<file path="config.mk">
export PLATFORM = sky130hd
export DESIGN_NAME = uet_uart
export DESIGN_NICKNAME = d
export VERILOG_FILES = /design/src/uet_uart.v
export VERILOG_INCLUDE_DIRS = /design/src /design/src/src
export SDC_FILE = /design/constraint.sdc
export NUM_CORES = 1
export LEC_CHECK = 0
export BUFFER_PORTS_ARGS = -buffer_cell sky130_fd_sc_hd__buf_2
export CAP_MARGIN = 30
export CORE_AREA = 2 2 117 119
export DETAILED_ROUTE_END_ITERATION = 10
export DIE_AREA = 0 0 119 121
export GPL_TIMING_DRIVEN = 0
export PLACE_DENSITY = 0.78
export SETUP_SLACK_MARGIN = 0.5
export SYNTH_ARGS = -nofsm -noshare
export SYNTH_HDL_FRONTEND = slang
export SYNTH_SLANG_ARGS = --single-unit
</file>
<file path="constraint.sdc">
create_clock -name clk -period 7.4 [get_ports clk]
set_input_delay 1.11 -clock clk [delete_from_list [all_inputs] [get_ports clk]]
set_output_delay 1.11 -clock clk [all_outputs]
set_load 0.05 [all_outputs]
</file>
<file path="src/uet_uart_regs.vh">
`ifndef UET_UART_REGS_VH
`define UET_UART_REGS_VH
// ************************************************************
// Register offsets (byte addresses)
// ************************************************************
`define UET_OFS_MODE      8'h00
`define UET_OFS_STATUS    8'h04
`define UET_OFS_TXDATA    8'h08
`define UET_OFS_BAUD      8'h0C
// ************************************************************
// Line mode register fields
// ************************************************************
`define UET_MODE_ON       15
`define UET_MODE_PDS_HI   2
`define UET_MODE_PDS_LO   1
`define UET_MODE_STOP     0
// ************************************************************
// Line status register fields
// ************************************************************
`define UET_STA_TXISEL    15
`define UET_STA_BREAK     11
`define UET_STA_TXEN      10
`define UET_STA_FULL      9
`define UET_STA_SHIFT_EMPTY_FLAG      8
`define UET_STA_RXI_HI    7
`define UET_STA_RXI_LO    6
`define UET_STA_ADDR      5
`define UET_STA_RECEIVER_IDLE_FLAG     4
// ************************************************************
// Format codes and reset values
// ************************************************************
`define UET_PDS_8N        2'h0
`define UET_PDS_8E        2'h1
`define UET_PDS_8O        2'h2
`define UET_PDS_9N        2'h3
`define UET_RST_PDS       2'h0
`define UET_RST_STOP      1'h0
`define UET_RST_BAUD      16'h0000
// ************************************************************
// Sizes and counts
// ************************************************************
`define UET_FIFO_DEPTH    3'h4
`define UET_OVERSAMPLE    4'hF
`define UET_LEN_BASE      4'hA
`endif

</file>
<file path="src/uet_uart.v">
// What this block does
// - Module on makes the out pin an output and in pin an input.
// - Enabled and idle, the serial output stays high.
// - Off after reset; pins then follow port latch and direction inputs.
// - Turning off empties buffers and resets the baud counter.
// - Turning off clears break and transmit enable, keeps mode, divisor and other status bits.
// - Turning off aborts transfers; turning on resumes with kept settings.
// - Two-bit format field: 8 none, 8 even, 8 odd, 9 none.
// - One or two stop bits per character by stop count select.
// - Reset format is eight data bits, no parity, one stop.
// - Transmission only happens while transmit enable is set.
// - Written character moves to free shifter at once; output at next baud edge.
// - Character loaded while disabled starts at once when enable set.
// - Holding FIFO is 9 bits wide, 4 deep, plus shifter.
// - Status bit 9 shows the FIFO full.
// - Writes to a full FIFO are dropped; contents stay intact.
// - FIFO cleared by reset and by turning the module off.
// - Transmit flag pulses per move, or only on moves leaving FIFO empty.
// - Break send forces the output low over everything else.
// - Break never pulses the transmit flag.
// - Bit rate is clock over sixteen times divisor plus one.
//
// Our own choices: the placing of the registers and the Wishbone register port.
`timescale 1ns/1ps
`default_nettype none
`include "uet_uart_regs.vh"

module uet_uart (
  // Clock, reset, enable
  input  wire        clk,
  input  wire        rst,
  input  wire        ce,
  // Wishbone slave
  input  wire        wb_cyc_i,
  input  wire        wb_stb_i,
  input  wire        wb_we_i,
  input  wire [7:0]  wb_adr_i,
  input  wire [3:0]  wb_sel_i,
  input  wire [31:0] wb_dat_i,
  output reg  [31:0] wb_dat_o,
  output reg         wb_ack_o,
  // Port settings used while the module is off
  input  wire        port_out_latch,
  input  wire        port_out_dir_in,
  input  wire        port_in_latch,
  input  wire        port_in_dir_in,
  // Serial pins
  output reg         serial_out_pin_o,
  output reg         serial_out_pin_oe,
  output reg         serial_in_pin_o,
  output reg         serial_in_pin_oe,
  // Transmit event
  output reg         tx_irq_flag
);

  // ************************************************************
  // Helper functions
  // ************************************************************
  function [3:0] frame_len;
    input [1:0] pds;
    input       two_stop;
    begin
      frame_len = `UET_LEN_BASE + {3'h0, (pds != `UET_PDS_8N)} + {3'h0, two_stop};
    end
  endfunction

  function [11:0] frame_bits;
    input [1:0] pds;
    input [8:0] data;
    reg         ninth;
    begin
      ninth = 1'b1;
      case (pds)
        `UET_PDS_8E: ninth = ^data[7:0];
        `UET_PDS_8O: ninth = ~^data[7:0];
        `UET_PDS_9N: ninth = data[8];
        default:     ninth = 1'b1;
      endcase
      frame_bits = {2'h3, ninth, data[7:0], 1'b0};
    end
  endfunction

  function [1:0] ptr_inc;
    input [1:0] ptr;
    begin
      ptr_inc = ptr + 2'h1;
    end
  endfunction

  function [3:0] reg_select;
    input [7:0] adr;
    begin
      if (adr == `UET_OFS_MODE) begin
        reg_select = 4'h1;
      end else if (adr == `UET_OFS_STATUS) begin
        reg_select = 4'h2;
      end else if (adr == `UET_OFS_TXDATA) begin
        reg_select = 4'h4;
      end else if (adr == `UET_OFS_BAUD) begin
        reg_select = 4'h8;
      end else begin
        reg_select = 4'h0;
      end
    end
  endfunction

  // ************************************************************
  // Registers
  // ************************************************************
  reg         on_reg;
  reg [1:0]   pds_reg;
  reg         stop_reg;
  reg         txisel_reg;
  reg         brk_reg;
  reg         txen_reg;
  reg [1:0]   rxisel_reg;
  reg         addr_reg;
  reg [15:0]  baud_reg;
  reg [8:0]   fifo_mem [0:3];
  reg [1:0]   wr_ptr_reg;
  reg [1:0]   rd_ptr_reg;
  reg [2:0]   count_reg;
  reg [11:0]  shift_reg;
  reg [3:0]   bits_reg;
  reg         last_reg;
  reg         line_reg;
  reg [15:0]  div_cnt_reg;
  reg [3:0]   sub_cnt_reg;

  wire        bus_req   = wb_cyc_i & wb_stb_i & ~wb_ack_o;
  wire        bus_wr    = bus_req & wb_we_i;
  wire [3:0]  hit       = reg_select(wb_adr_i);
  wire        fifo_full = (count_reg == `UET_FIFO_DEPTH);
  wire        tick      = (div_cnt_reg == 16'h0000) && (sub_cnt_reg == 4'h0);
  wire        running   = on_reg & txen_reg;
  wire        push      = bus_wr && hit[2] && wb_sel_i[0] && !fifo_full;
  wire [8:0]  push_word = {wb_sel_i[1] & wb_dat_i[8], wb_dat_i[7:0]};
  wire        move      = running && (bits_reg == 4'h0) && (count_reg != 3'h0);
  wire        shift_empty_flag      = (bits_reg == 4'h0) && !last_reg;
  wire [8:0]  head      = fifo_mem[rd_ptr_reg];
  wire [11:0] next_frame = frame_bits(pds_reg, head);
  wire [3:0]  next_len  = frame_len(pds_reg, stop_reg);
  wire        leaves_empty = (count_reg == 3'h1) && !push;

  // ************************************************************
  // Status word
  // ************************************************************
  reg [15:0]  status_word;
  always @* begin
    status_word = 16'h0000;
    status_word[`UET_STA_TXISEL] = txisel_reg;
    status_word[`UET_STA_BREAK] = brk_reg;
    status_word[`UET_STA_TXEN] = txen_reg;
    status_word[`UET_STA_FULL] = fifo_full;
    status_word[`UET_STA_SHIFT_EMPTY_FLAG] = shift_empty_flag;
    status_word[`UET_STA_RXI_HI:`UET_STA_RXI_LO] = rxisel_reg;
    status_word[`UET_STA_ADDR] = addr_reg;
    status_word[`UET_STA_RECEIVER_IDLE_FLAG] = 1'b1;
  end

  // ************************************************************
  // Read data
  // ************************************************************
  reg [31:0]  rd_word;
  always @* begin
    rd_word = 32'h00000000;
    if (hit[0]) begin
      rd_word = {16'h0000, on_reg, 12'h000, pds_reg, stop_reg};
    end else if (hit[1]) begin
      rd_word = {16'h0000, status_word};
    end else if (hit[3]) begin
      rd_word = {16'h0000, baud_reg};
    end
  end

  // ************************************************************
  // Wishbone answer
  // ************************************************************
  always @(posedge clk or posedge rst) begin
    if (rst) begin
      wb_ack_o <= 1'b0;
      wb_dat_o <= 32'h00000000;
    end else if (ce) begin
      wb_ack_o <= bus_req;
      if (bus_req && !wb_we_i) begin
        wb_dat_o <= rd_word;
      end
    end
  end

  // ************************************************************
  // Control registers
  // ************************************************************
  always @(posedge clk or posedge rst) begin
    if (rst) begin
      on_reg     <= 1'b0;
      pds_reg    <= `UET_RST_PDS;
      stop_reg   <= `UET_RST_STOP;
      txisel_reg <= 1'b0;
      brk_reg    <= 1'b0;
      txen_reg   <= 1'b0;
      rxisel_reg <= 2'h0;
      addr_reg   <= 1'b0;
      baud_reg   <= `UET_RST_BAUD;
    end else if (ce) begin
      if (bus_wr) begin
        if (hit[0]) begin
          if (wb_sel_i[0]) begin
            pds_reg  <= wb_dat_i[`UET_MODE_PDS_HI:`UET_MODE_PDS_LO];
            stop_reg <= wb_dat_i[`UET_MODE_STOP];
          end
          if (wb_sel_i[1]) begin
            on_reg <= wb_dat_i[`UET_MODE_ON];
          end
        end else if (hit[1]) begin
          if (wb_sel_i[0]) begin
            rxisel_reg <= wb_dat_i[`UET_STA_RXI_HI:`UET_STA_RXI_LO];
            addr_reg   <= wb_dat_i[`UET_STA_ADDR];
          end
          if (wb_sel_i[1]) begin
            txisel_reg <= wb_dat_i[`UET_STA_TXISEL];
            brk_reg    <= wb_dat_i[`UET_STA_BREAK] & on_reg;
            txen_reg   <= wb_dat_i[`UET_STA_TXEN] & on_reg;
          end
        end else if (hit[3]) begin
          if (wb_sel_i[0]) begin
            baud_reg[7:0] <= wb_dat_i[7:0];
          end
          if (wb_sel_i[1]) begin
            baud_reg[15:8] <= wb_dat_i[15:8];
          end
        end
      end
      if (!on_reg) begin
        brk_reg  <= 1'b0;
        txen_reg <= 1'b0;
      end
    end
  end

  // ************************************************************
  // Baud divider
  // ************************************************************
  always @(posedge clk or posedge rst) begin
    if (rst) begin
      div_cnt_reg <= 16'h0000;
      sub_cnt_reg <= 4'h0;
    end else if (ce) begin
      if (!running) begin
        div_cnt_reg <= 16'h0000;
        sub_cnt_reg <= 4'h0;
      end else if (div_cnt_reg == baud_reg) begin
        div_cnt_reg <= 16'h0000;
        sub_cnt_reg <= sub_cnt_reg + 4'h1;
      end else begin
        div_cnt_reg <= div_cnt_reg + 16'h0001;
      end
    end
  end

  // ************************************************************
  // Holding FIFO
  // ************************************************************
  always @(posedge clk) begin
    if (ce && push) begin
      fifo_mem[wr_ptr_reg] <= push_word;
    end
  end

  always @(posedge clk or posedge rst) begin
    if (rst) begin
      wr_ptr_reg <= 2'h0;
      rd_ptr_reg <= 2'h0;
      count_reg  <= 3'h0;
    end else if (ce) begin
      if (!on_reg) begin
        wr_ptr_reg <= 2'h0;
        rd_ptr_reg <= 2'h0;
        count_reg  <= 3'h0;
      end else begin
        if (push) begin
          wr_ptr_reg <= ptr_inc(wr_ptr_reg);
        end
        if (move) begin
          rd_ptr_reg <= ptr_inc(rd_ptr_reg);
        end
        if (push && !move) begin
          count_reg <= count_reg + 3'h1;
        end else if (move && !push) begin
          count_reg <= count_reg - 3'h1;
        end
      end
    end
  end

  // ************************************************************
  // Shifter
  // ************************************************************
  always @(posedge clk or posedge rst) begin
    if (rst) begin
      shift_reg   <= 12'hFFF;
      bits_reg    <= 4'h0;
      last_reg    <= 1'b0;
      line_reg    <= 1'b1;
    end else if (ce) begin
      if (!running) begin
        if (!on_reg) begin
          shift_reg <= 12'hFFF;
          bits_reg  <= 4'h0;
          last_reg  <= 1'b0;
        end
        line_reg <= 1'b1;
      end else if (move) begin
        if (tick) begin
          line_reg  <= 1'b0;
          shift_reg <= {1'b1, next_frame[11:1]};
          bits_reg  <= next_len - 4'h1;
        end else begin
          shift_reg <= next_frame;
          bits_reg  <= next_len;
        end
      end else if (tick) begin
        if (bits_reg != 4'h0) begin
          line_reg  <= shift_reg[0];
          shift_reg <= {1'b1, shift_reg[11:1]};
          bits_reg  <= bits_reg - 4'h1;
          last_reg  <= (bits_reg == 4'h1);
        end else begin
          line_reg <= 1'b1;
          last_reg <= 1'b0;
        end
      end
    end
  end

  // ************************************************************
  // Transmit event
  // ************************************************************
  always @(posedge clk or posedge rst) begin
    if (rst) begin
      tx_irq_flag <= 1'b0;
    end else if (ce) begin
      tx_irq_flag <= move && (!txisel_reg || leaves_empty);
    end
  end

  // ************************************************************
  // Pin multiplexing
  // ************************************************************
  always @(posedge clk or posedge rst) begin
    if (rst) begin
      serial_out_pin_o  <= 1'b0;
      serial_out_pin_oe <= 1'b0;
      serial_in_pin_o   <= 1'b0;
      serial_in_pin_oe  <= 1'b0;
    end else if (ce) begin
      if (on_reg) begin
        serial_out_pin_o  <= line_reg & ~brk_reg;
        serial_out_pin_oe <= 1'b1;
        serial_in_pin_o   <= 1'b0;
        serial_in_pin_oe  <= 1'b0;
      end else begin
        serial_out_pin_o  <= port_out_latch;
        serial_out_pin_oe <= ~port_out_dir_in;
        serial_in_pin_o   <= port_in_latch;
        serial_in_pin_oe  <= ~port_in_dir_in;
      end
    end
  end

endmodule
`default_nettype wire

</file>
# Word level (Yosys, flattened, before mapping)
# Memories as Yosys holds them, arrays and structs flattened.
# Index checks and enable logic that the tools add are counted.
dict set report totals {
  in_bits 54
  ff_bits 109
  ramBits 36
  mem_count 1
  rom_bits 0
  latchBits 0
  wordCells 175
}
dict set report classes {
  muxes 57
  n_reduce_logical 44
  n_bitwise 14
  n_addsub 10
  eq_ne 23
  order_cmp 0
  n_div 0
  mul 0
  shifts 0
}
# name words width rd rd_clocked_by_memory_dff wr line_no
set memory_table {}
lappend memory_table {fifo_mem 4 9 1 0 1 uet_uart.v:119} ;# reg [8:0] fifo_mem [0:3];
# cell count
set op_table {}
lappend op_table {{$mux 16} 5}
lappend op_table {{$mux 12} 5}
lappend op_table {{$mux 4} 12}
lappend op_table {{$mux 1} 26}
lappend op_table {{$add 16x1->16 const B} 1}
lappend op_table {{$eq 16x16->1} 1}
lappend op_table {{$eq 8x4->1 const B} 2}
lappend op_table {{$logic_not 16->1} 1}
lappend op_table {{$reduce_and 4->1} 4}
lappend op_table {{$reduce_and 5->1} 3}
lappend op_table {{$logic_and 1x1->1} 13}
lappend op_table {{$ne 2x1->1 const B} 6}
lappend op_table {{$reduce_and 2->1} 6}
lappend op_table {{$reduce_and 6->1} 2}
lappend op_table {{$mux 10} 1}
lappend op_table {{$mux 3} 3}
lappend op_table {{$and 1x1->1} 8}
lappend op_table {{$eq 8x3->1 const B} 1}
lappend op_table {{$logic_not 4->1} 2}
lappend op_table {{$logic_not 8->1} 1}
lappend op_table {{$mux 2} 4}
lappend op_table {{$ne 2x2->1 const B} 4}
lappend op_table {{$reduce_xnor 8->1} 1}
lappend op_table {{$reduce_xor 8->1} 1}
lappend op_table {{other kinds (21)} 35}

# Longest topological paths before layout
dict set report logic_depth {
  depth_word 13
  mapped_depth 10
}

# Least setup slack after synthesis
# Ideal clock, no wire load.
dict set report synth_timing {
  path_type {in2reg}
  from {input wb_adr_i[5]}
  to {memory fifo_mem[0][0], enable pin}
  setup_ns 0.338
  cell_stages 5
  path_slack_ns 4.527
  arrival_ns 2.536
  t_required_ns 7.062
  cell_sequence {nor2_1 > nand3_1 > nor4_1 > buf_1 > and3_1}
}
dict set report synth_between {
  elab_chain_len 10
  word_cells_on_any_way 12
  classes_between {2 x eq/ne; 5 x mux; 5 x reduce/logical}
}
# element line_no
set synth_lines {}
lappend synth_lines {{start, declared} uet_uart.v:37} ;# input wire [7:0] wb_adr_i,
lappend synth_lines {{$eq 8x4->1 (no source line)} n/a}
lappend synth_lines {{$mux 4} uet_uart.v:97} ;# end else if (adr == `UET_OFS_TXDATA) begin
lappend synth_lines {{$mux 4} uet_uart.v:95} ;# end else if (adr == `UET_OFS_STATUS) begin
lappend synth_lines {{$mux 4 *} uet_uart.v:93} ;# if (adr == `UET_OFS_MODE) begin
lappend synth_lines {{$logic_and 1x1->1 * (3 in a row)} uet_uart.v:136} ;# wire push = bus_wr && hit[2] && wb_sel_i[0] && !fifo_full;
lappend synth_lines {{$logic_and 1x1->1 *} uet_uart.v:265} ;# if (ce && push) begin
lappend synth_lines {{$mux 1 *} uet_uart.v:265}
lappend synth_lines {{$mux 1 (implied by the code) *} uet_uart.v:266} ;# fifo_mem[wr_ptr_reg] <= push_word;
lappend synth_lines {{end, declared} uet_uart.v:119}
# Mark *: on every way between the ends. The rest lies on a longest branch, timed or not.

# Worst setup path in the final report
dict set report layout_timing {
  from {input wb_adr_i[5]}
  to {memory fifo_mem[3][6], enable pin}
}
# The elaborated chain is that of the path after synthesis.

==> impl_results.md <==
* Switching power total at 0.000412 W
* Crit end category: flop
* Cell Count, Final, Fillers Out at 863
* Clock Latency Late Sink at 0.43 ns
* Crit path max fanout at 10
* Worst hold path type: reg -> reg
* PortBufs at 56
* Max VDD drop at 0.143 mV
* Share of cells above drive strength 1 at 0.239
* Synth area leaders: dfrtp_1 (31%), edfxtp_1 (17%), mux2_2 (4.7%), dfstp_2 (4.5%), xnor2_1 (3.8%)
* Part of the cycle the worst path needs at 0.439
* Clock power share at 0.489
* CP top delay family: simple AND/OR/NAND/NOR gates
* Worst rel slew slack at 0.405
* WP data required at 7.46 ns
* Die outline height at 121 um
* Sw Ratio at 0.253
* # diodes at 0
* Crit path largest cell delay at 0.84 ns
* Clk_skew at 0.00879 ns
* Slowest cell on crit path: nor4_1
* #FFs+latches synth at 127
* Drt drc at 0
* Combinational share of power at 0.059
* CP Class: in -> reg
* Routed wire length at 16000 um
* Netlist cell types at 58
* CTS tree: built
* Setup crit start kind: primary input
* Hold_buf cts at 0
* Area grow syn2layout at 18.0%
* Sequential share of the synthesized area at 0.527
* Least-Margin Pin Slew at 0.885 ns
* Critical path cell sequence: buf_2 > nor2_1 > nand3_1 > nor4_1 > buf_1 > and3_1
* M2 GR Usage at 0.375
* Rows at 42
* Vias per cell at 5.75
* Antenna viol nets, final at 0
* Slew Viols, Final at 0
* Peak Freq at 308 MHz
* Final hold vios at 0
* TritonCTS Buffers at 17
* Synth area leader: dfrtp_1
* TNS Setup at 0 ns
* Effective utilization at floorplan at 0.489
* Synth Warn # at 0
* GRT Max-Usage Layer: met2
* H-tree Lvls at 4
* Hold slack at 0.488 ns
* Worst Slack Setup Final at 4.15 ns
* Post-synth EDFFs at 36
* Clock Tree Buf Depth at 2
* Syn avg cell area at 11.0 um^2
* Synthesized area at 0.00640 mm^2
* Largest net degree at the start of global routing at 50
* Final setup vio count at 0
* Flop pwr share at 0.452
* Cells after synthesis at 583
* Worst slack, placed at 3.84 ns
* 1st-pass router iterations at 7
* Internal power at 0.00122 W
* Cells after DPL at 831
* Initial antenna violation count at 0
* Met3 Use GR at 0.0512
* RSZ-0062 raised after global routing: false
* Core region area at 0.0131 mm^2
* Detail Placement HPWL at 11400 um
* Number of global-route vias before repair at 4913
* Vias at 4961
* Num ports at 92
* Final #Nets at 744
* Max-cap violations at 0
* # resized after CTS at 0
* Total global routing overflow at 0
* Buf/Inv on CP at 2
* Root buffer cell: clkbuf_16
* Power per Cell Area at 215 mW/mm^2
* Fin crit period at 3.25 ns
* WL/cell at 18.6 um
* Met1 Resource Use GR at 0.315
* Leak Pwr at 3.22 nW
* Die ar. at 0.0144 mm^2
* CTS sink count at 127
* Tot GR Track Use at 0.237
* Clock transition at path regs at 0.06 ns
* Critical path arrival at 3.31 ns
* Most used flip-flop cell after synthesis: dfrtp_1
* Design Power at 0.00163 W
* Drt initial violations at 401
* Setup Buffers After CTS at 0
* First-pass GRT wire length at 26200 um
* Routability Congestion at 0.916
* Outcome: complete, no violations
* Die X at 119 um
* Largest register FFs at 36
* Fraction of registers with async set/reset at 0.717
* Synth top area share at 0.313
* Biggest register: fifo_mem
[routing by layer]
metal	up-vias	routed length (um)
met5	-	0
met4	0	469
met3	35	1280
met2	223	7660
met1	2442	6640
li1	2261	-
[cells in the final DEF, fill, tap and decap left out, types with 18 or more instances in the layout]
cell,Yosys,final
nand2_1,65,65
edfxtp_1,36,36
dfrtp_1,80,80
o21ai_0,40,40
inv_1,20,19
nor2_1,37,37
xnor2_1,28,28
clkbuf_1,19,19
clkbuf_16,0,18
mux2_2,27,27
buf_2,7,63
[cell families after synthesis]
logic type               after synthesis  synth area share
buffers and inverters                 68            0.0518
AND/OR/NAND/NOR                      193             0.148
XOR/XNOR                              34            0.0465
adder cells (fa/ha/maj)               16            0.0313
multiplexers                          39            0.0862
other                                  1          0.000586
flip-flops                           127             0.527
AO/OA/AOI/OAI                        105             0.109
[power groups by stage]
stage | Combinational (W) | Sequential, W | Clock (W)
floorplan | 0.0000558 | 0.000757 | 0
global placement | 0.0000909 | 0.000749 | 0
detailed placement | 0.0000951 | 0.000749 | 0
CTS | 0.0000953 | 0.000736 | 0.000802
global route | 0.000104 | 0.000737 | 0.000832
finish | 0.0000954 | 0.000736 | 0.000796
[stage by stage]
| step | utilization | cell area (um^2) |
|---|---|---|
| finish | 0.577 | 7560 |
| global route | 0.577 | 7560 |
| CTS | 0.577 | 7560 |
| detailed placement | 0.534 | 6990 |
| global placement | 0.532 | 6960 |
| floorplan | - | 6460 |
[cells in the mapped netlist (8+ instances only)]
library cell,number
o21ai_0,40
nor3_1,16
and3_1,13
a21o_1,8
a311oi_1,8
nand2_1,65
inv_1,20
nor2_1,37
nand4_1,13
ha_1,16
a21oi_1,10
clkbuf_1,19
edfxtp_1,36
buf_4,16
dfrtp_1,80
mux2_2,27
dfstp_2,11
nand3_1,15
a22oi_1,9
xnor2_1,28
[worst paths after layout]
kind                                               start                         end  slack (ns)  depth (start not counted)
worst max register to register  count_reg[0]$_DFFE_PP0P_    fifo_mem[3][6]$_DFFE_PP_        4.48                          7
min in group asynchronous                            rst  sub_cnt_reg[3]$_DFFE_PP0P_        0.75                          2
worst min register to register   wb_dat_o[5]$_DFFE_PP0P_     wb_dat_o[5]$_DFFE_PP0P_        0.49                          2
worst min-delay path             wb_dat_o[5]$_DFFE_PP0P_     wb_dat_o[5]$_DFFE_PP0P_        0.49                          2
worst max-delay path                         wb_adr_i[5]    fifo_mem[3][6]$_DFFE_PP_        4.15                          6
max in group asynchronous                            rst    baud_reg[14]$_DFFE_PP0P_        6.02                          3
[area by class of cell]
type                    count  area [um^2]
plain buffers              47          253
flip-flops and latches    127         3370
inverters                  21         81.3
fillers                  1028         5530
multi-input cells         403         2760
repair buffers             57          308
clock inverters            14          116
well taps                 176          220
clock buffers              18          450
[worst min-delay path, cell delays in order (launching register included)]
cell and delay [ns]:
dfrtp_1 0.35, nand2_1 0.05, o21ai_0 0.06
(Power assumes the default switching activity.)
